<file path="src/design/erfh_consts.svh">
// Offsets, field positions, reset values and fixed codes of the fault unit
//
// Contract
// - Return starts only in Handler mode via pop-with-PC, register branch, or PC load.
// - Return code has bits 31..4 all ones; loading it into PC ends handler.
// - Only the low nibble is decoded; nibbles xxx0, 0011, 01x1, 1x11 are reserved.
// - 0001 handler/main stack, 1001 thread/main stack, 1101 thread/process stack.
// - Bus errors, internal errors and execute-never fetches all raise faults.
// - Vector read bus error goes to hard fault; escalation sets its own flag.
// - Bus faults flag push, pop, prefetch, exact data and inexact data separately.
// - Usage faults flag coprocessor, opcode, ISA state, return code, misalign, divide.
// - Non-hard fault classes have programmable priority and a handler enable.
// - Fault in a fault handler of equal or lower priority escalates.
// - Any handler faulting at equal or lower priority escalates to hard fault.
// - A fault whose handler is disabled escalates to hard fault.
// - Push bus error entering the bus fault handler never escalates; the code still escalates it in NMI or hard fault context.
// - Hard fault preempts all but reset, NMI, hard fault; only those preempt it.
// - Bus and memory-management faults capture the faulting access address.
// - Hard fault inside NMI or hard fault handler enters lockup.
// - Lockup ends by reset or NMI; NMI cannot release lockup entered from NMI.
// - Stack frame is eight words: r0-r3, r12, link, return address, status.
// - Numerically lower priority value means higher urgency.
`ifndef ERFH_CONSTS_SVH
`define ERFH_CONSTS_SVH

`define ERFH_RET_TOP        28'hfffffff
`define ERFH_RET_H_MAIN     4'h1
`define ERFH_RET_T_MAIN     4'h9
`define ERFH_RET_T_PROC     4'hd
`define ERFH_FRAME_WORDS    4'h8

`define ERFH_OFF_CTRL       12'h000
`define ERFH_OFF_HFS        12'h004
`define ERFH_OFF_MMFS       12'h008
`define ERFH_OFF_BFS        12'h00c
`define ERFH_OFF_UFS        12'h010
`define ERFH_OFF_MMFA       12'h014
`define ERFH_OFF_BFA        12'h018
`define ERFH_OFF_STATE      12'h01c

`define ERFH_CTRL_RST       32'h00000000
`define ERFH_STAT_RST       32'h00000000
`define ERFH_CTRL_MEM_PRIO  0
`define ERFH_CTRL_BUS_PRIO  4
`define ERFH_CTRL_USE_PRIO  8
`define ERFH_CTRL_MEM_EN    16
`define ERFH_CTRL_BUS_EN    17
`define ERFH_CTRL_USE_EN    18

`define ERFH_HF_VEC         1
`define ERFH_HF_ESC         30
`define ERFH_MM_XN          0
`define ERFH_MM_DACC        1
`define ERFH_MM_AVALID      7
`define ERFH_BF_PREFETCH    0
`define ERFH_BF_EXACT       1
`define ERFH_BF_INEXACT     2
`define ERFH_BF_POP         3
`define ERFH_BF_PUSH        4
`define ERFH_BF_AVALID      7
`define ERFH_UF_UNDEF       0
`define ERFH_UF_ISA         1
`define ERFH_UF_RET         2
`define ERFH_UF_COPROC      3
`define ERFH_UF_ALIGN       8
`define ERFH_UF_DIV         9

`endif

</file>
<file path="src/design/erfh_pkg.sv">
// Types and shared helper functions of the fault unit
package erfh_pkg;

    typedef enum logic [3:0] {
        C_VEC = 4'h0, C_PUSH = 4'h1, C_POP = 4'h2, C_PREFETCH = 4'h3,
        C_EXACT = 4'h4, C_INEXACT = 4'h5, C_EXEC_NEVER = 4'h6, C_MEM_DATA = 4'h7,
        C_COPROC = 4'h8, C_UNDEF = 4'h9, C_BAD_ISA = 4'ha, C_BAD_RET = 4'hb,
        C_MISALIGN = 4'hc, C_ZERO_DIV = 4'hd
    } erfh_cause_t;

    typedef enum logic [1:0] {
        K_HARD = 2'h0, K_MEM = 2'h1, K_BUS = 2'h2, K_USAGE = 2'h3
    } erfh_class_t;

    typedef enum logic [1:0] {
        X_THREAD = 2'h0, X_HANDLER = 2'h1, X_HARD = 2'h2, X_NMI = 2'h3
    } erfh_ctx_t;

    typedef enum logic [1:0] {
        P_POP_PC = 2'h0, P_BRANCH_REG = 2'h1, P_LOAD_PC = 2'h2, P_OTHER = 2'h3
    } erfh_pc_kind_t;

    typedef enum logic [2:0] {
        LK_RUN = 3'b001, LK_HARD = 3'b010, LK_NMI = 3'b100
    } erfh_lock_t;

    typedef struct packed {
        logic          valid;
        erfh_pc_kind_t kind;
        logic [31:0]   value;
    } erfh_pc_load_t;

    typedef struct packed {
        logic        valid;
        erfh_cause_t cause;
        logic        addr_ok;
        logic [31:0] addr;
    } erfh_fault_t;

    // Maps a cause onto the handler class that normally takes it
    function automatic erfh_class_t cause_class(input erfh_cause_t c);
        if (c == C_VEC)
            return K_HARD;
        else if (c == C_EXEC_NEVER || c == C_MEM_DATA)
            return K_MEM;
        else if (c <= C_INEXACT)
            return K_BUS;
        else
            return K_USAGE;
    endfunction : cause_class

    // Sticky flag update; a new event beats a software clear
    function automatic logic [31:0] sticky(input logic [31:0] old,
                                           input logic [31:0] set,
                                           input logic [31:0] clr);
        return set | (old & ~clr);
    endfunction : sticky

endpackage : erfh_pkg

</file>
<file path="src/design/erfh_ret_decode.sv">
// Decoder for the handler return code loaded into the program counter
`timescale 1ns/100ps
`include "erfh_consts.svh"
module erfh_ret_decode (
    input  wire logic [31:0] code,
    output wire logic        is_code,
    output wire logic        legal,
    output wire logic        to_thread,
    output wire logic        use_psp
);
    wire logic [3:0] nib;

    // Top bits mark the code, low nibble picks mode and stack
    assign nib       = code[3:0];
    assign is_code   = (code[31:4] == `ERFH_RET_TOP);
    assign legal     = (nib == `ERFH_RET_H_MAIN) || (nib == `ERFH_RET_T_MAIN)
                    || (nib == `ERFH_RET_T_PROC);
    assign to_thread = nib[3];
    assign use_psp   = nib[2];
endmodule : erfh_ret_decode

</file>
<file path="src/design/erfh_prio_cmp.sv">
// Priority comparator: true when a new priority preempts the running one
`timescale 1ns/100ps
module erfh_prio_cmp #(
    parameter int W = 4
) (
    input  wire logic [W-1:0] new_prio,
    input  wire logic [W-1:0] cur_prio,
    output wire logic         preempts
);
    // Lower value is more urgent; equal never preempts
    assign preempts = (new_prio < cur_prio);
endmodule : erfh_prio_cmp

</file>
<file path="src/design/erfh_top.sv">
// Exception return detection, fault classification, escalation and lockup
`timescale 1ns/100ps
`include "erfh_consts.svh"
module erfh_top #(
    parameter int PW = 4
) (
    input  wire logic                   pclk,
    input  wire logic                   presetn,
    input  wire logic                   psel,
    input  wire logic                   penable,
    input  wire logic                   pwrite,
    input  wire logic [11:0]            paddr,
    input  wire logic [31:0]            pwdata,
    output logic      [31:0]            prdata,
    output wire logic                   pready,
    output wire logic                   pslverr,
    input  wire logic                   handler_mode,
    input  wire erfh_pkg::erfh_pc_load_t pc_load,
    input  wire erfh_pkg::erfh_fault_t  fault_in,
    input  wire erfh_pkg::erfh_ctx_t    ctx,
    input  wire logic [PW-1:0]          exec_prio,
    input  wire logic                   entering_bus_handler,
    input  wire logic                   nmi_event,
    output logic                        ret_start,
    output logic                        ret_to_thread,
    output logic                        ret_use_psp,
    output logic      [3:0]             ret_frame_words,
    output logic                        fault_take,
    output erfh_pkg::erfh_class_t       fault_target,
    output wire logic                   lockup
);
    logic [31:0]          ctrl;
    logic [31:0]          hard_fault_status;
    logic [31:0]          memmanage_fault_status;
    logic [31:0]          bus_fault_status;
    logic [31:0]          usage_fault_status;
    logic [31:0]          memmanage_fault_address;
    logic [31:0]          bus_fault_address;
    erfh_pkg::erfh_lock_t lk;
    erfh_pkg::erfh_lock_t next_lk;
    logic [31:0]          set_hf;
    logic [31:0]          set_mm;
    logic [31:0]          set_bf;
    logic [31:0]          set_uf;

    wire logic                  ret_is_code;
    wire logic                  ret_legal;
    wire logic                  ret_thread;
    wire logic                  ret_psp;
    wire logic                  kind_ok;
    wire logic                  ret_hit;
    wire logic                  ret_good;
    wire logic                  ret_bad;
    wire logic                  running;
    wire logic                  eff_valid;
    wire erfh_pkg::erfh_cause_t eff_cause;
    wire erfh_pkg::erfh_class_t cls;
    wire logic [PW-1:0]         cls_prio;
    wire logic                  cls_en;
    wire logic                  preempt;
    wire logic                  fixed_ctx;
    wire logic                  exempt;
    wire logic                  to_hard;
    wire logic                  escalated;
    wire logic                  go_lock;
    wire logic                  cap_mm;
    wire logic                  cap_bf;

    // Return code decode
    erfh_ret_decode u_dec (
        .code      (pc_load.value),
        .is_code   (ret_is_code),
        .legal     (ret_legal),
        .to_thread (ret_thread),
        .use_psp   (ret_psp)
    );

    // Return only from Handler mode through the three PC-writing forms
    assign kind_ok  = (pc_load.kind != erfh_pkg::P_OTHER);
    assign ret_hit  = pc_load.valid && handler_mode && kind_ok && ret_is_code;
    assign ret_good = ret_hit && ret_legal && running;
    assign ret_bad  = ret_hit && !ret_legal;

    // Fault source select; a reported fault outranks a bad return code
    assign running   = (lk == erfh_pkg::LK_RUN);
    assign eff_valid = (fault_in.valid || ret_bad) && running;
    assign eff_cause = fault_in.valid ? fault_in.cause : erfh_pkg::C_BAD_RET;
    assign cls       = erfh_pkg::cause_class(eff_cause);

    // Per-class priority and enable from the control register
    assign cls_prio = (cls == erfh_pkg::K_MEM) ? ctrl[`ERFH_CTRL_MEM_PRIO +: PW] :
                      (cls == erfh_pkg::K_BUS) ? ctrl[`ERFH_CTRL_BUS_PRIO +: PW] :
                      ctrl[`ERFH_CTRL_USE_PRIO +: PW];
    assign cls_en   = (cls == erfh_pkg::K_MEM) ? ctrl[`ERFH_CTRL_MEM_EN] :
                      (cls == erfh_pkg::K_BUS) ? ctrl[`ERFH_CTRL_BUS_EN] :
                      ctrl[`ERFH_CTRL_USE_EN];

    // Can the new fault preempt the running handler
    erfh_prio_cmp #(
        .W (PW)
    ) u_cmp (
        .new_prio (cls_prio),
        .cur_prio (exec_prio),
        .preempts (preempt)
    );

    // Escalation decision
    assign fixed_ctx = (ctx == erfh_pkg::X_HARD) || (ctx == erfh_pkg::X_NMI);
    assign exempt    = (eff_cause == erfh_pkg::C_PUSH) && entering_bus_handler;
    assign to_hard   = (cls == erfh_pkg::K_HARD) || fixed_ctx
                     || (!exempt && (!cls_en
                     || (ctx == erfh_pkg::X_HANDLER && !preempt)));
    assign escalated = to_hard && (cls != erfh_pkg::K_HARD);
    assign go_lock   = eff_valid && to_hard && fixed_ctx;

    // Address capture only for memory-management and bus faults
    assign cap_mm = eff_valid && fault_in.valid && fault_in.addr_ok
                 && (cls == erfh_pkg::K_MEM);
    assign cap_bf = eff_valid && fault_in.valid && fault_in.addr_ok
                 && (cls == erfh_pkg::K_BUS);

    // Per-cause flag set vectors
    always_comb
    begin
        set_hf = '0;
        set_mm = '0;
        set_bf = '0;
        set_uf = '0;
        if (eff_valid)
        begin
            set_hf[`ERFH_HF_VEC]      = (eff_cause == erfh_pkg::C_VEC);
            set_hf[`ERFH_HF_ESC]      = escalated;
            set_mm[`ERFH_MM_XN]       = (eff_cause == erfh_pkg::C_EXEC_NEVER);
            set_mm[`ERFH_MM_DACC]     = (eff_cause == erfh_pkg::C_MEM_DATA);
            set_mm[`ERFH_MM_AVALID]   = cap_mm;
            set_bf[`ERFH_BF_PUSH]     = (eff_cause == erfh_pkg::C_PUSH);
            set_bf[`ERFH_BF_POP]      = (eff_cause == erfh_pkg::C_POP);
            set_bf[`ERFH_BF_PREFETCH] = (eff_cause == erfh_pkg::C_PREFETCH);
            set_bf[`ERFH_BF_EXACT]    = (eff_cause == erfh_pkg::C_EXACT);
            set_bf[`ERFH_BF_INEXACT]  = (eff_cause == erfh_pkg::C_INEXACT);
            set_bf[`ERFH_BF_AVALID]   = cap_bf;
            set_uf[`ERFH_UF_COPROC]   = (eff_cause == erfh_pkg::C_COPROC);
            set_uf[`ERFH_UF_UNDEF]    = (eff_cause == erfh_pkg::C_UNDEF);
            set_uf[`ERFH_UF_ISA]      = (eff_cause == erfh_pkg::C_BAD_ISA);
            set_uf[`ERFH_UF_RET]      = (eff_cause == erfh_pkg::C_BAD_RET);
            set_uf[`ERFH_UF_ALIGN]    = (eff_cause == erfh_pkg::C_MISALIGN);
            set_uf[`ERFH_UF_DIV]      = (eff_cause == erfh_pkg::C_ZERO_DIV);
        end
    end

    // APB decode; zero wait states, read data latched in the setup cycle
    wire logic        setup_ph;
    wire logic        wr_acc;
    wire logic        addr_hit;
    wire logic [31:0] rd_mux;
    wire logic [31:0] clr_hf;
    wire logic [31:0] clr_mm;
    wire logic [31:0] clr_bf;
    wire logic [31:0] clr_uf;

    assign setup_ph = psel && !penable;
    assign wr_acc   = psel && penable && pwrite;
    assign addr_hit = (paddr <= `ERFH_OFF_STATE) && (paddr[1:0] == 2'h0);
    assign pready   = 1'b1;
    assign pslverr  = psel && penable && !addr_hit;
    assign rd_mux   = (paddr == `ERFH_OFF_CTRL)  ? ctrl :
                      (paddr == `ERFH_OFF_HFS)   ? hard_fault_status :
                      (paddr == `ERFH_OFF_MMFS)  ? memmanage_fault_status :
                      (paddr == `ERFH_OFF_BFS)   ? bus_fault_status :
                      (paddr == `ERFH_OFF_UFS)   ? usage_fault_status :
                      (paddr == `ERFH_OFF_MMFA)  ? memmanage_fault_address :
                      (paddr == `ERFH_OFF_BFA)   ? bus_fault_address :
                      (paddr == `ERFH_OFF_STATE) ? {30'h0, lk == erfh_pkg::LK_NMI, lockup} :
                      32'h0;

    // Write-one-to-clear masks for the status registers
    assign clr_hf = (wr_acc && paddr == `ERFH_OFF_HFS)  ? pwdata : 32'h0;
    assign clr_mm = (wr_acc && paddr == `ERFH_OFF_MMFS) ? pwdata : 32'h0;
    assign clr_bf = (wr_acc && paddr == `ERFH_OFF_BFS)  ? pwdata : 32'h0;
    assign clr_uf = (wr_acc && paddr == `ERFH_OFF_UFS)  ? pwdata : 32'h0;

    // Read data register
    always_ff @(posedge pclk or negedge presetn)
    begin
        if (!presetn)
            prdata <= 32'h0;
        else if (setup_ph)
            prdata <= rd_mux;
    end

    // Control register
    always_ff @(posedge pclk or negedge presetn)
    begin
        if (!presetn)
            ctrl <= `ERFH_CTRL_RST;
        else if (wr_acc && paddr == `ERFH_OFF_CTRL)
            ctrl <= pwdata & 32'h0007_0fff;
    end

    // Sticky status flags
    always_ff @(posedge pclk or negedge presetn)
    begin
        if (!presetn)
        begin
            hard_fault_status      <= `ERFH_STAT_RST;
            memmanage_fault_status <= `ERFH_STAT_RST;
            bus_fault_status       <= `ERFH_STAT_RST;
            usage_fault_status     <= `ERFH_STAT_RST;
        end
        else
        begin
            hard_fault_status      <= erfh_pkg::sticky(hard_fault_status, set_hf, clr_hf);
            memmanage_fault_status <= erfh_pkg::sticky(memmanage_fault_status, set_mm, clr_mm);
            bus_fault_status       <= erfh_pkg::sticky(bus_fault_status, set_bf, clr_bf);
            usage_fault_status     <= erfh_pkg::sticky(usage_fault_status, set_uf, clr_uf);
        end
    end

    // Fault address capture
    always_ff @(posedge pclk or negedge presetn)
    begin
        if (!presetn)
        begin
            memmanage_fault_address <= 32'h0;
            bus_fault_address       <= 32'h0;
        end
        else
        begin
            if (cap_mm)
                memmanage_fault_address <= fault_in.addr;
            if (cap_bf)
                bus_fault_address <= fault_in.addr;
        end
    end

    // Lockup state: NMI releases only a lockup entered from hard fault
    always_comb
    begin
        next_lk = lk;
        unique case (lk)
            erfh_pkg::LK_RUN:
                if (go_lock)
                    next_lk = (ctx == erfh_pkg::X_NMI) ? erfh_pkg::LK_NMI
                                                       : erfh_pkg::LK_HARD;
            erfh_pkg::LK_HARD:
                if (nmi_event)
                    next_lk = erfh_pkg::LK_RUN;
            erfh_pkg::LK_NMI:
                next_lk = erfh_pkg::LK_NMI;
            default:
                next_lk = erfh_pkg::LK_RUN;
        endcase
    end

    always_ff @(posedge pclk or negedge presetn)
    begin
        if (!presetn)
            lk <= erfh_pkg::LK_RUN;
        else
            lk <= next_lk;
    end

    assign lockup = !running;

    // Pipeline-facing result pulses
    always_ff @(posedge pclk or negedge presetn)
    begin
        if (!presetn)
        begin
            ret_start       <= 1'b0;
            ret_to_thread   <= 1'b0;
            ret_use_psp     <= 1'b0;
            ret_frame_words <= 4'h0;
            fault_take      <= 1'b0;
            fault_target    <= erfh_pkg::K_HARD;
        end
        else
        begin
            ret_start       <= ret_good && running;
            ret_to_thread   <= ret_good && ret_thread;
            ret_use_psp     <= ret_good && ret_psp;
            ret_frame_words <= ret_good ? `ERFH_FRAME_WORDS : 4'h0;
            fault_take      <= eff_valid && !go_lock;
            fault_target    <= to_hard ? erfh_pkg::K_HARD : cls;
        end
    end
endmodule : erfh_top

</file>
<file path="config.mk">
export PLATFORM = sky130hd
export DESIGN_NAME = erfh_top
export DESIGN_NICKNAME = d
export VERILOG_FILES = /design/src/design/erfh_pkg.sv /design/src/design/erfh_ret_decode.sv /design/src/design/erfh_prio_cmp.sv /design/src/design/erfh_top.sv
export VERILOG_INCLUDE_DIRS = /design/src /design/src/design
export SDC_FILE = /design/constraint.sdc
export NUM_CORES = 1
export LEC_CHECK = 0
export BUFFER_PORTS_ARGS = -buffer_cell sky130_fd_sc_hd__buf_2
export CORE_ASPECT_RATIO = 0.75
export CORE_MARGIN = 1
export CORE_UTILIZATION = 60
export CTS_CLUSTER_SIZE = 28
export DETAILED_ROUTE_END_ITERATION = 12
export GPL_TIMING_DRIVEN = 0
export PLACE_DENSITY = 0.84
export SLEW_MARGIN = 5
export SYNTH_ARGS = -nofsm -noshare
export SYNTH_HDL_FRONTEND = slang
export SYNTH_SLANG_ARGS = --single-unit
</file>
<file path="constraint.sdc">
create_clock -name pclk -period 3.4 [get_ports pclk]
set_input_delay 0.34 -clock pclk [delete_from_list [all_inputs] [get_ports pclk]]
set_output_delay 0.34 -clock pclk [all_outputs]
set_load 0.02 [all_outputs]
</file>
Word-level counts from Yosys, hierarchy flattened
Index checks and enable logic that the tools add are counted.
- output and inout bits: 45
- bits in registers: 252
- memories: 0
- latch bits: 0
- bits in writable memories: 0
- word-level logic and storage cells: 152
- ROM bits: 0
- order comparisons: 3
- multiply operators: 0
- multiplexer cells: 34
- reductions and logical operators: 53
- equality and inequality tests: 35
- shift operators: 0
- add/sub/neg operators: 0
- div/mod/pow operators: 0
- bitwise logic cells: 12
- operators by type and width (kind ; number):
    32-bit 2-to-1 mux ; 11
    32-bit AND ; 4
    32-bit NOT ; 4
    8-bit by 32-bit bitwise OR with 32-bit output ; 2
    12-bit by 5-bit == test with 1-bit output (second input constant) ; 4
    4-bit == test (second input constant) ; 8
    10-bit by 32-bit bitwise OR with 32-bit output ; 1
    31-bit by 32-bit bitwise OR with 32-bit output ; 1
    1-bit logical AND ; 31
    28-bit == test (second input constant) ; 1
    12-bit by 4-bit == test with 1-bit output (second input constant) ; 2
    4-bit 2-to-1 mux ; 5
    4-bit by 3-bit == test with 1-bit output (second input constant) ; 4
    12-bit by 3-bit == test with 1-bit output (second input constant) ; 1
    12-bit by 5-bit <= comparator with 1-bit output (second input constant) ; 1
    12-bit logical NOT ; 1
    2-bit 2-to-1 mux ; 6
    3-bit 2-to-1 mux ; 3
    3-bit one-hot mux with 3 select lines ; 1
    4-bit by 1-bit == test with 1-bit output (second input constant) ; 2
    4-bit by 2-bit == test with 1-bit output (second input constant) ; 2
    1-bit logical NOT ; 8
    1-bit logical OR ; 8
    1-bit 2-to-1 mux ; 7
    14 further kinds ; 19

Logic depth before layout (Yosys ltp)
Gate-level depths: netlist of the first run.
- depth in word-level cells: 18
- depth in mapped cells: 11

Modules after synthesis
A second synthesis of the first run with hierarchy kept.
- cell total of the unflattened synthesis: 978
- area total of the unflattened synthesis: 11250.8 µm²
- by module, submodules not included (module ; area each (µm²) ; cells each ; seq. area each (µm²) ; instances):
    erfh_top ; 11073.1 ; 954 ; 6232.2 ; 1
    erfh_ret_decode ; 92.6 ; 13 ; 0.0 ; 1
    erfh_prio_cmp ; 85.1 ; 11 ; 0.0 ; 1

Worst setup path after synthesis of the first run
Ideal clock, no wire load.
- path kind: in2reg
- from: input fault_in[37] (netlist name)
- to: register hard_fault_status[30]
- stages: 11
- slack: 1.001 ns
- path buffers: 1
- arrival: 2.278 ns
- required time: 3.279 ns
- library setup time: 0.121 ns
- path through: clkbuf_1 > nand2b_1 > nor3_1 > nand2_1 > a31oi_1 > ha_1 > a211oi_1 > o221ai_1 > a211oi_1 > a21oi_1 > a22o_1
- longest elaborated chain between the ends: 17
- elaborated cells on any way between the ends: 33
- classes of those cells: 2 x order compare; 5 x eq/ne; 9 x mux; 1 x bitwise; 16 x reduce/logical
- ends and longest elaborated chain (what ; RTL line ; text):
    from (decl) ; erfh_top.sv:19 ; input wire erfh_pkg::erfh_fault_t fault_in,
    4-bit 2-to-1 mux ; erfh_top.sv:87 ; assign eff_cause = fault_in.valid ? fault_in.cause : erfh_pkg::C_BAD_RET;
    4-bit by 3-bit <= comparator with 1-bit output or 4-bit by 3-bit == test with 1-bit output (tied branches) ; erfh_pkg.sv:46, erfh_pkg.sv:44 ;
    1-bit 2-to-1 mux or 1-bit logical OR (tied branches) ; erfh_pkg.sv:46, erfh_pkg.sv:44 ;
    2-bit 2-to-1 mux ; erfh_pkg.sv:44 ; else if (c == C_EXEC_NEVER || c == C_MEM_DATA)
    2-bit 2-to-1 mux ; erfh_pkg.sv:42 ; if (c == C_VEC)
    2-bit == test ; erfh_top.sv:92, erfh_top.sv:95 ;
    4-bit 2-to-1 mux ; erfh_top.sv:92 ; (cls == erfh_pkg::K_BUS) ? ctrl[`ERFH_CTRL_BUS_PRIO +: PW] :
    4-bit 2-to-1 mux ; erfh_top.sv:91 ; assign cls_prio = (cls == erfh_pkg::K_MEM) ? ctrl[`ERFH_CTRL_MEM_PRIO +: PW] :
    4-bit < comparator ; erfh_prio_cmp.sv:11 ; assign preempts = (new_prio < cur_prio);
    1-bit logical NOT ; erfh_top.sv:112 ; || (ctx == erfh_pkg::X_HANDLER && !preempt)));
    1-bit logical AND ; erfh_top.sv:112 ;
    1-bit logical OR ; erfh_top.sv:112 ;
    1-bit logical AND ; erfh_top.sv:111 ; || (!exempt && (!cls_en
    1-bit logical OR ; erfh_top.sv:111 ;
    1-bit logical AND ; erfh_top.sv:113 ; assign escalated = to_hard && (cls != erfh_pkg::K_HARD);
    1-bit 2-to-1 mux * ; erfh_top.sv:129 ; if (eff_valid)
    31-bit by 32-bit bitwise OR with 32-bit output * ; erfh_pkg.sv:56 ; return set | (old & ~clr);
    to (signal assigned) ; erfh_top.sv:205 ; hard_fault_status <= `ERFH_STAT_RST;
    to (signal assigned) ; erfh_top.sv:212 ; hard_fault_status <= erfh_pkg::sticky(hard_fault_status, set_hf, clr_hf);
    to (decl) ; erfh_top.sv:33 ; logic [31:0] hard_fault_status;
Every way passes the cells marked *; elsewhere a longest branch is shown, timed or not.
A chain may end at the register's enable or synchronous reset.

Final worst setup path of the first run
- from: register lk[0]
- to: register memmanage_fault_address[20]
- longest elaborated chain between the ends: 5
- ends and longest elaborated chain (what ; RTL line ; text):
    from (decl) ; erfh_top.sv:39 ; erfh_pkg::erfh_lock_t lk;
    from (signal assigned) ; erfh_top.sv:258 ; lk <= erfh_pkg::LK_RUN;
    from (signal assigned) ; erfh_top.sv:260 ; lk <= next_lk;
    3-bit by 1-bit == test with 1-bit output ; erfh_top.sv:85 ; assign running = (lk == erfh_pkg::LK_RUN);
    1-bit logical AND ; erfh_top.sv:86 ; assign eff_valid = (fault_in.valid || ret_bad) && running;
    1-bit logical AND (2 in a row) ; erfh_top.sv:117 ; assign cap_mm = eff_valid && fault_in.valid && fault_in.addr_ok
    1-bit logical AND ; erfh_top.sv:118 ; && (cls == erfh_pkg::K_MEM);
    to (signal assigned) ; erfh_top.sv:230 ; memmanage_fault_address <= fault_in.addr;
    to (decl) ; erfh_top.sv:37 ; logic [31:0] memmanage_fault_address;
No other way between the ends.

==> results.cfg, run 1 <==
[global_route]
grt_usage = 0.361
grt_pass1_wl_mm = 50.9
grt_pass1_vias = 9106
grt-ovfl-total = 0
antenna_found_initial = 0
grt_max_degree = 115

[routing]
routed_wl_mm = 32.6
drc = 0
vias = 9141
wl_per_cell_um = 23.2
ant_nets = 0
avgViaCountPerCell = 6.49
drtIter0Drc = 1009
drt-pass1-iter-count = 6

[clocking]
htreeDepth = 1
clock_latency_ps = 530
cts_made_buffers = 24
holdBufCountCts = 1
post_cts_resized = 0
clk_pin_slew_worst_paths_ps = 60
cts_post_setup_buffers_inserted = 0
cts_tree = built
cts_root_buf = clkbuf_16
cts.sinks = 249
cts_max_path_buffers = 3

[logic_synthesis]
synth_edf_count = 0
synth_seq_cells = 249
yosysSeqAreaShare = 0.565
yosysTopAreaCell = dfrtp_1
yosysWarnings = 0
ys_types = 63
post-synth-top-count-cell = dfrtp_1
ys_top_cells_by_count = 248 x dfrtp_1, 112 x a21boi_0, 77 x mux2_2
synthTopCellsByArea = dfrtp_1 56%, mux2_2 7.9%, a21boi_0 7.6%
synth.avg_cell_area_um2 = 11.6
synthCells = 950
syn_area_um2 = 11000
ys.flop_type = dfrtp_1
synth_top_cell_area_share = 0.562
async_flop_share = 1.00

[timing]
fin_crit_sh = 0.831
worst_pin_slew_ps = 1000
rsz0062_at_grt = false
skew_ps = 9.75
setup_ws_ps = 574
fmax_ghz = 0.354
setup_viol = 0
slew_violations = 0
finalCriticalPeriod_ps = 2830
finalHoldViolCount = 0
maxSlewHeadroom = 0.330

[critical_path]
cp_max_fo = 10
arrival_ps = 3240
worstSetupPathType = reg2reg
worstReg2RegEnd = memmanage_fault_address[20]
rr_startpoint = lk[0]
required_ps = 3810
critPathLaunchType = flop
r2r_slack_ps = 570
r2r_cells = 5
cp-end-kind = flop

[placed_design]
gp_congestion = 0.973
io_buffers = 169
placedCellCount = 1365
pre_cts_ws_ps = 190
hpwl_mm = 22.9

[min_path]
hold_start = pwdata[19]
min_to = hard_fault_status[19]
hold_class = in2reg
holdPathStages = 2

[final_layout]
final_nets = 1284
syn2layout_area_growth_pct = 18.0
drive_above_1_share = 0.281
n_fill_cell = 1294
fin_cells = 1408

[floorplan]
die_area_um2 = 18900
fp-row-count = 42
coreArea_um2 = 17800
die_w_um = 159
die_y_um = 119
start_util = 0.619
io_pins = 176

[power_and_ir_drop]
powerDensity_nw_per_um2 = 517
p_leak_nw = 5.99
peakVddDrop_uv = 320

[status]
status = finished clean

[job]
drv_cap = 0
==> placed cells by master (no fill, tap or decap), types with 14 or more instances in the layout <==
cell type / count
nor2_1: 23
nand2_1: 67
nand3_1: 44
clkbuf_16: 25
a221oi_1: 22
a31oi_1: 23
o21ai_0: 52
a22oi_1: 15
dfrtp_1: 248
a21boi_0: 112
buf_2: 184
mux2i_1: 18
mux2_2: 77
a21oi_1: 14
clkbuf_1: 41
==> power breakdown <==
part           switching (W)  internal, W
clock                0.00113      0.00148
sequential          0.000152      0.00322
combinational       0.000408     0.000340
total                0.00169      0.00504
==> through the flow <==
step | power (W) | area [µm²] | TNS, ps | utilization | hold slack, ps
floorplan | 0.00379 | 11000 | 0 | - | 44.4
CTS | 0.00672 | 13000 | 0 | 0.731 | 13.2
detailed placement | 0.00415 | 12300 | 0 | 0.688 | 212
global placement | 0.00411 | 12200 | -578760 | 0.684 | 458
finish | 0.00673 | 13000 | 0 | 0.731 | 26.6
global route | 0.00695 | 13000 | 0 | 0.731 | 17.9
==> flip-flops by register name, indices dropped and copies added, names as in the netlist <==
signal / flops
bus_fault_address: 32
bus_fault_status: 32
hard_fault_status: 32
memmanage_fault_address: 32
memmanage_fault_status: 32
prdata: 32
usage_fault_status: 32
ctrl: 15
lk: 3
fault_target: 2
fault_take: 1
ret_frame_words: 1
ret_start: 1
ret_to_thread: 1
ret_use_psp: 1
==> worst max path at each step <==
stage	slack (ps)	cells after the start	endpoint	start
floorplan	1000	11	hard_fault_status[30]	fault_in[37]
global placement	-2360	1	hard_fault_status[25]	presetn
detailed placement	190	6	hard_fault_status[24]	paddr[3]
CTS	640	5	memmanage_fault_address[0]	lk[0]
global route	390	6	hard_fault_status[24]	paddr[3]
finish	570	5	memmanage_fault_address[20]	lk[0]
==> layer usage <==
layer / vias up / part of all wire / track usage
li1: 3936 / - / -
met1: 4573 / 0.42 / 0.530
met2: 563 / 0.43 / 0.519
met3: 69 / 0.12 / 0.0997
met4: 0 / 0.028 / 0.119
met5: - / 0 / 0
==> final cells by class <==
class	count	area, µm²	share of cell area
Clock buffer	34	689	0.0530
Sequential cell	249	6230	0.479
Buffer	64	305	0.0235
Timing Repair Buffer	172	921	0.0707
Tap cell	242	303	0.0233
Multi-Input combinational cell	629	4470	0.343
Clock inverter	7	60.1	0.00461
Inverter	10	37.5	0.00288
Antenna cell	1	2.50	0.000192
==> kinds of logic after synthesis <==
group                      count (synthesis)  synth area share
and+or+nand+nor                          220             0.110
buffers and inverters                     74            0.0311
DFF                                      249             0.565
other                                      2          0.000681
adders and majority gates                  3           0.00340
AOI/OAI and AO/OA                        306             0.194
muxes                                     96            0.0959
==> worst max-delay path: stages (launching register included) <==
cell     delay [ps]
dfstp_2         540
nor3b_2         510
nand3_1         280
nor2_1          530
buf_2           460
mux2_2          390
No activity file was read; power rests on OpenSTA's default activity.
==> run 2, diff against run 1 <==
CORE_UTILIZATION = 51   (was 60)
PLACE_DENSITY = 0.76   (was 0.84)
clock period = 2.4 ns   (was 3.4 ns; I/O delays follow)
==> run 2 against run 1 <==
Clock power is 59% higher. First-iteration DRC count up 1.2%. Die area is 17% higher. Hold slack got worse by 9.7 ps. Setup slack lost 480 ps. Highest routed layer unchanged. Largest cell class unchanged. Sequential share of layout area down 3.0 points. Sequential power increased by 42%. Design area is 6.6% higher. Critical endpoint is now bus_fault_address[20]. Critical path depth is 1 higher. Global-route usage fell by 4.4 points.
==> results.cfg, run 2 (same netlist as run 1, synthesis figures left out) <==
[timing]
slew_violations = 0
fmax_ghz = 0.435
finalCriticalPeriod_ps = 2300
setup_viol = 0
finalHoldViolCount = 0
fin_crit_sh = 0.959
setup_ws_ps = 98.7
maxSlewHeadroom = 0.368
skew_ps = 8.62
worst_pin_slew_ps = 941

[critical_path]
cp_max_fo = 10
required_ps = 2810
worstSetupPathType = reg2reg
arrival_ps = 2710
critPathLaunchType = flop
cp-end-kind = flop

[placed_design]
io_buffers = 169
pre_cts_ws_ps = -750
gp_congestion = 0.929
hpwl_mm = 23.5

[global_route]
grt_pass1_wl_mm = 52.8
antenna_found_initial = 0
grt_max_degree = 118
grt_pass1_vias = 9096
grt-ovfl-total = 0
grt_usage = 0.317

[clocking]
cts_made_buffers = 25
htreeDepth = 1
cts_max_path_buffers = 3
clock_latency_ps = 530
cts_root_buf = clkbuf_16
cts.sinks = 249
clk_pin_slew_worst_paths_ps = 70
cts_tree = built

[power_and_ir_drop]
p_comb_frac = 0.114
power.internal_w = 0.00758
p_sw_w = 0.00252
total_power_w = 0.0101
peakVddDrop_uv = 458
sw_frac_of_total = 0.250
p_clk_frac = 0.412
powerDensity_nw_per_um2 = 727
p_leak_nw = 6.33
power_frac_seq = 0.474

[floorplan]
coreArea_um2 = 21200
fp-row-count = 46
io_pins = 176
die_y_um = 129
start_util = 0.521
die_w_um = 172
die_area_um2 = 22200

[final_layout]
final_common_cell = dfrtp_1
layout_common_cells = 248 x dfrtp_1, 183 x buf_2, 112 x a21boi_0
drive_above_1_share = 0.278
final_util = 0.655
diodes = 0
final_nets = 1352
syn2layout_area_growth_pct = 25.8
n_fill_cell = 1668

[job]
drv_cap = 0

[routing]
ant_nets = 0
routed_wl_mm = 34.5
avgViaCountPerCell = 6.06
vias = 9234
drc = 0
wl_per_cell_um = 22.7
drtIter0Drc = 1021
drt-pass1-iter-count = 5

[min_path]
hold_class = in2reg

[status]
status = finished clean
-- run 2: changes by cell type in the layout (fill, tap and decap cells not counted), moves of 2 or more --
cell,change
clkinvlp_4,+2
bufinv_16,+2
clkbuf_8,+4
buf_4,+5
clkbuf_1,-6
dlygate4sd3_1,+63
inv_6,+2
-- run 2: layout make-up --
| type | instances | area, µm² | area share |
|---|---|---|---|
| flip-flops and latches | 249 | 6230 | 0.449 |
| multi-input cells | 629 | 4490 | 0.323 |
| repair buffers | 239 | 1580 | 0.114 |
| clock buffers | 33 | 726 | 0.0523 |
| well taps | 288 | 360 | 0.0260 |
| plain buffers | 64 | 309 | 0.0223 |
| clock inverters | 12 | 148 | 0.0106 |
| inverters | 10 | 37.5 | 0.00270 |
-- run 2: power by group through the flow --
| stage | Combinational (W) | Sequential, W | Clock, W |
|---|---|---|---|
| 3_5_place_dp | 0.00104 | 0.00485 | 0 |
| 5_1_grt | 0.00125 | 0.00482 | 0.00434 |
| 3_3_place_gp | 0.000998 | 0.00483 | 0 |
| 6_report | 0.00115 | 0.00479 | 0.00416 |
| 2_1_floorplan | 0.000576 | 0.00480 | 0 |
| 4_1_cts | 0.00114 | 0.00478 | 0.00417 |
-- run 2: path summary, 6_finish.rpt --
check / start / to / slack (ps) / cells after the start
setup / recovery: lk[0] / bus_fault_address[20] / 100 / 6
hold / removal: fault_in[35] / fault_target[0] / 20 / 3
setup reg to reg: lk[0] / bus_fault_address[20] / 100 / 6
hold reg to reg: prdata[20] / prdata[20] / 480 / 2
max in group asynchronous: presetn / bus_fault_status[9] / 1340 / 3
min in group asynchronous: presetn / hard_fault_status[16] / 170 / 2
-- run 2: what timing repair did --
item | 4_1_cts | 5_1_grt
buffers inserted | 2 | 2
hold buffers | 64 | 0
hold endpoints to repair | 270 | 0
setup endpoints to repair | 85 | 3
pin swaps | 1 | 1
gates resized for setup | 4 | 3
-- run 2: layer usage --
layer,global-route usage,vias to the layer above,wire (µm)
met4,0.0901,0,848
met5,0,-,0
li1,-,4065,-
met2,0.472,451,15100
met1,0.454,4648,15200
met3,0.0904,70,3380
-- run 2: worst max-delay path, cell delays in order, from the launching register on --
cell and delay [ps]:
dfstp_2 550, nor3b_4 200, nand3_1 230, or2_2 340, clkbuf_1 250, buf_2 300, mux2_2 320
-- run 2: through the flow --
step	setup TNS [ps]	std cells	instance area, µm²	hold WS (ps)
finish	0	1524	13900	16.9
global route	-26.0	1524	13900	32.8
CTS	0	1522	13900	2.35
detailed placement	-58290	1411	12300	116
global placement	-864610	1409	12200	455
floorplan	0	952	11000	-55.6
==> run 3, diff against run 2 <==
SYNTH_HIERARCHICAL = 1   (was default)
==> run 3 against run 2 <==
Clock skew is 7.7 ps higher. Via count is 3.7% higher. Critical path depth is 7 higher.
==> results.cfg, run 3 <==
[logic_synthesis]
yosysWarnings = 6
ys.flop_type = dfrtp_1
synth_seq_cells = 249
synthTopCellsByArea = dfrtp_1 55%, mux2_2 8.3%, a21boi_0 7.3%
yosysSeqAreaShare = 0.554
synth.avg_cell_area_um2 = 11.5
yosysTopAreaCell = dfrtp_1
syn_area_um2 = 11300
synth_top_cell_area_share = 0.552
ys_types = 65
post-synth-top-count-cell = dfrtp_1
synthCells = 978
async_flop_share = 1.00
synth_edf_count = 0
ys_top_cells_by_count = 248 x dfrtp_1, 110 x a21boi_0, 83 x mux2_2

[placed_design]
pre_cts_ws_ps = -716
io_buffers = 169
hpwl_mm = 24.4
gp_congestion = 0.918
post_dp_cell_area_um2 = 12500

[critical_path]
cpLargestDelayFamily = compound AO/OA/AOI/OAI gates
arrival_ps = 2800
cp-end-kind = flop
max_stage_delay_ps = 360
crit_chain = clkbuf_2 -> and2_4 -> nor3_4 -> buf_12 -> mux2i_2 -> a21oi_1 -> ha_1 -> a2111oi_2 -> or3_4 -> o22ai_1 -> a31oi_1 -> o21bai_2 -> a22o_1
required_ps = 2810
critPathLaunchType = input port
crit_buf_inv = 2
worstSetupPathType = in2reg
slowest_stage = a2111oi_2
cp_max_fo = 9

[final_layout]
final_common_cell = dfrtp_1
fin_area_um2 = 14100
diodes = 0
final_nets = 1382
layout_common_cells = 248 x dfrtp_1, 188 x buf_2, 110 x a21boi_0
seq_area_um2 = 6230
syn2layout_area_growth_pct = 25.5
drive_above_1_share = 0.291
n_fill_cell = 1678
multi_input_area_um2 = 4720
final_util = 0.659

[power_and_ir_drop]
powerDensity_nw_per_um2 = 627
peakVddDrop_uv = 473
p_leak_nw = 6.69

[global_route]
grt_usage = 0.322
grt_pass1_vias = 9703
grt-ovfl-total = 0
grt_max_degree = 116
antenna_found_initial = 1
grt_pass1_wl_mm = 55.3

[timing]
setup_ws_ps = 8.94
setup_tns_ps = 0
setup_viol = 0
finalCriticalPeriod_ps = 2390
fmax_ghz = 0.418
fin_crit_sh = 0.996
slew_violations = 0
skew_ps = 16.3
finalHoldViolCount = 0
maxSlewHeadroom = 0.317
worst_pin_slew_ps = 1020

[min_path]
hold_class = in2reg

[floorplan]
coreArea_um2 = 21400
die_w_um = 174
start_util = 0.525
io_pins = 176
fp-row-count = 46
die_area_um2 = 22700
die_y_um = 131

[clocking]
clk_pin_slew_worst_paths_ps = 60
cts_tree = built
cts_max_path_buffers = 3
clock_latency_ps = 520
cts.sinks = 249
cts_made_buffers = 25
cts_root_buf = clkbuf_16
htreeDepth = 1

[routing]
drtIter0Drc = 903
vias = 9579
avgViaCountPerCell = 6.18
routed_wl_mm = 35.9
drc = 0
wl_per_cell_um = 23.1
ant_nets = 0
drt-pass1-iter-count = 7

[job]
drv_cap = 0

[status]
status = finished clean
-- run 3: cell types whose count changed after synthesis, moves of 7 or more --
cell	previous run	this run
a21oi_1	14	52
o21ai_0	52	21
o2bb2ai_1	8	18
o211ai_1	0	15
o22ai_1	10	3
a21o_1	1	28
nor2_1	23	31
o31ai_1	1	17
o221ai_1	9	0
a221oi_1	22	10
nand2_1	67	58
-- run 3: path summary, 6_finish.rpt --
kind / from / cells past startpoint / slack (ps) / end
min: fault_in[5] / 2 / 20 / memmanage_fault_address[5]
max reg2reg: lk[0] / 6 / 80 / memmanage_fault_address[5]
min reg2reg: prdata[12] / 2 / 480 / prdata[12]
max: fault_in[34] / 13 / 9 / hard_fault_status[30]
min in group asynchronous: presetn / 2 / 250 / prdata[25]
max in group asynchronous: presetn / 3 / 1220 / ret_frame_words[3]
-- run 3: repair_timing --
action,CTS,global route
setup endpoints to repair,44,78
gates resized for setup,6,15
buffers inserted,4,5
hold endpoints to repair,216,1
pin swaps,2,3
hold buffers,60,1
-- run 3: cells by family (layout without fill, tap and decap cells) --
group | after synthesis | count (layout) | synth area share
AO/OA/AOI/OAI | 332 | 332 | 0.207
flip-flops | 249 | 249 | 0.554
AND/OR/NAND/NOR | 215 | 215 | 0.107
multiplexers | 95 | 95 | 0.0938
buffers and inverters | 82 | 365 | 0.0338
adder cells (fa/ha/maj) | 3 | 3 | 0.00334
other | 2 | 4 | 0.000668
-- run 3: metal layers --
layer,track usage,vias up,part of all wire
met5,0,-,0
met4,0.0895,0,0.028
met3,0.0715,87,0.11
met2,0.510,560,0.45
met1,0.452,4779,0.41
li1,-,4153,-
-- run 3: per-stage QoR --
step | hold WS (ps) | instances | power, W
after floorplan | -55.6 | 980 | 0.00456
after global placement | 455 | 1437 | 0.00491
final | 15.4 | 1551 | 0.00885
after global routing | 2.78 | 1551 | 0.00912
after detailed placement | 207 | 1439 | 0.00493
after CTS | 1.72 | 1545 | 0.00885
-- run 3: report_power, final --
part	total, W	leakage, nW	internal, W	switching [W]
sequential	0.00425	3.44	0.00423	0.0000204
combinational	0.000711	2.86	0.000270	0.000441
clock	0.00389	0.401	0.00230	0.00159
-- run 3: layout make-up --
type / count / share of cell area
clock buffers: 36 / 0.0515
multi-input cells: 649 / 0.334
flip-flops and latches: 249 / 0.441
clock inverters: 6 / 0.00567
well taps: 288 / 0.0255
inverters: 12 / 0.00319
repair buffers: 241 / 0.113
plain buffers: 70 / 0.0252
-- run 3: worst reg2reg max path: cells and delay by family (launching register included) --
kind | cells | cell delay, ps
AND/OR/NAND/NOR | 2 | 630
multiplexers | 1 | 380
buffers and inverters | 3 | 640
flip-flops | 1 | 540
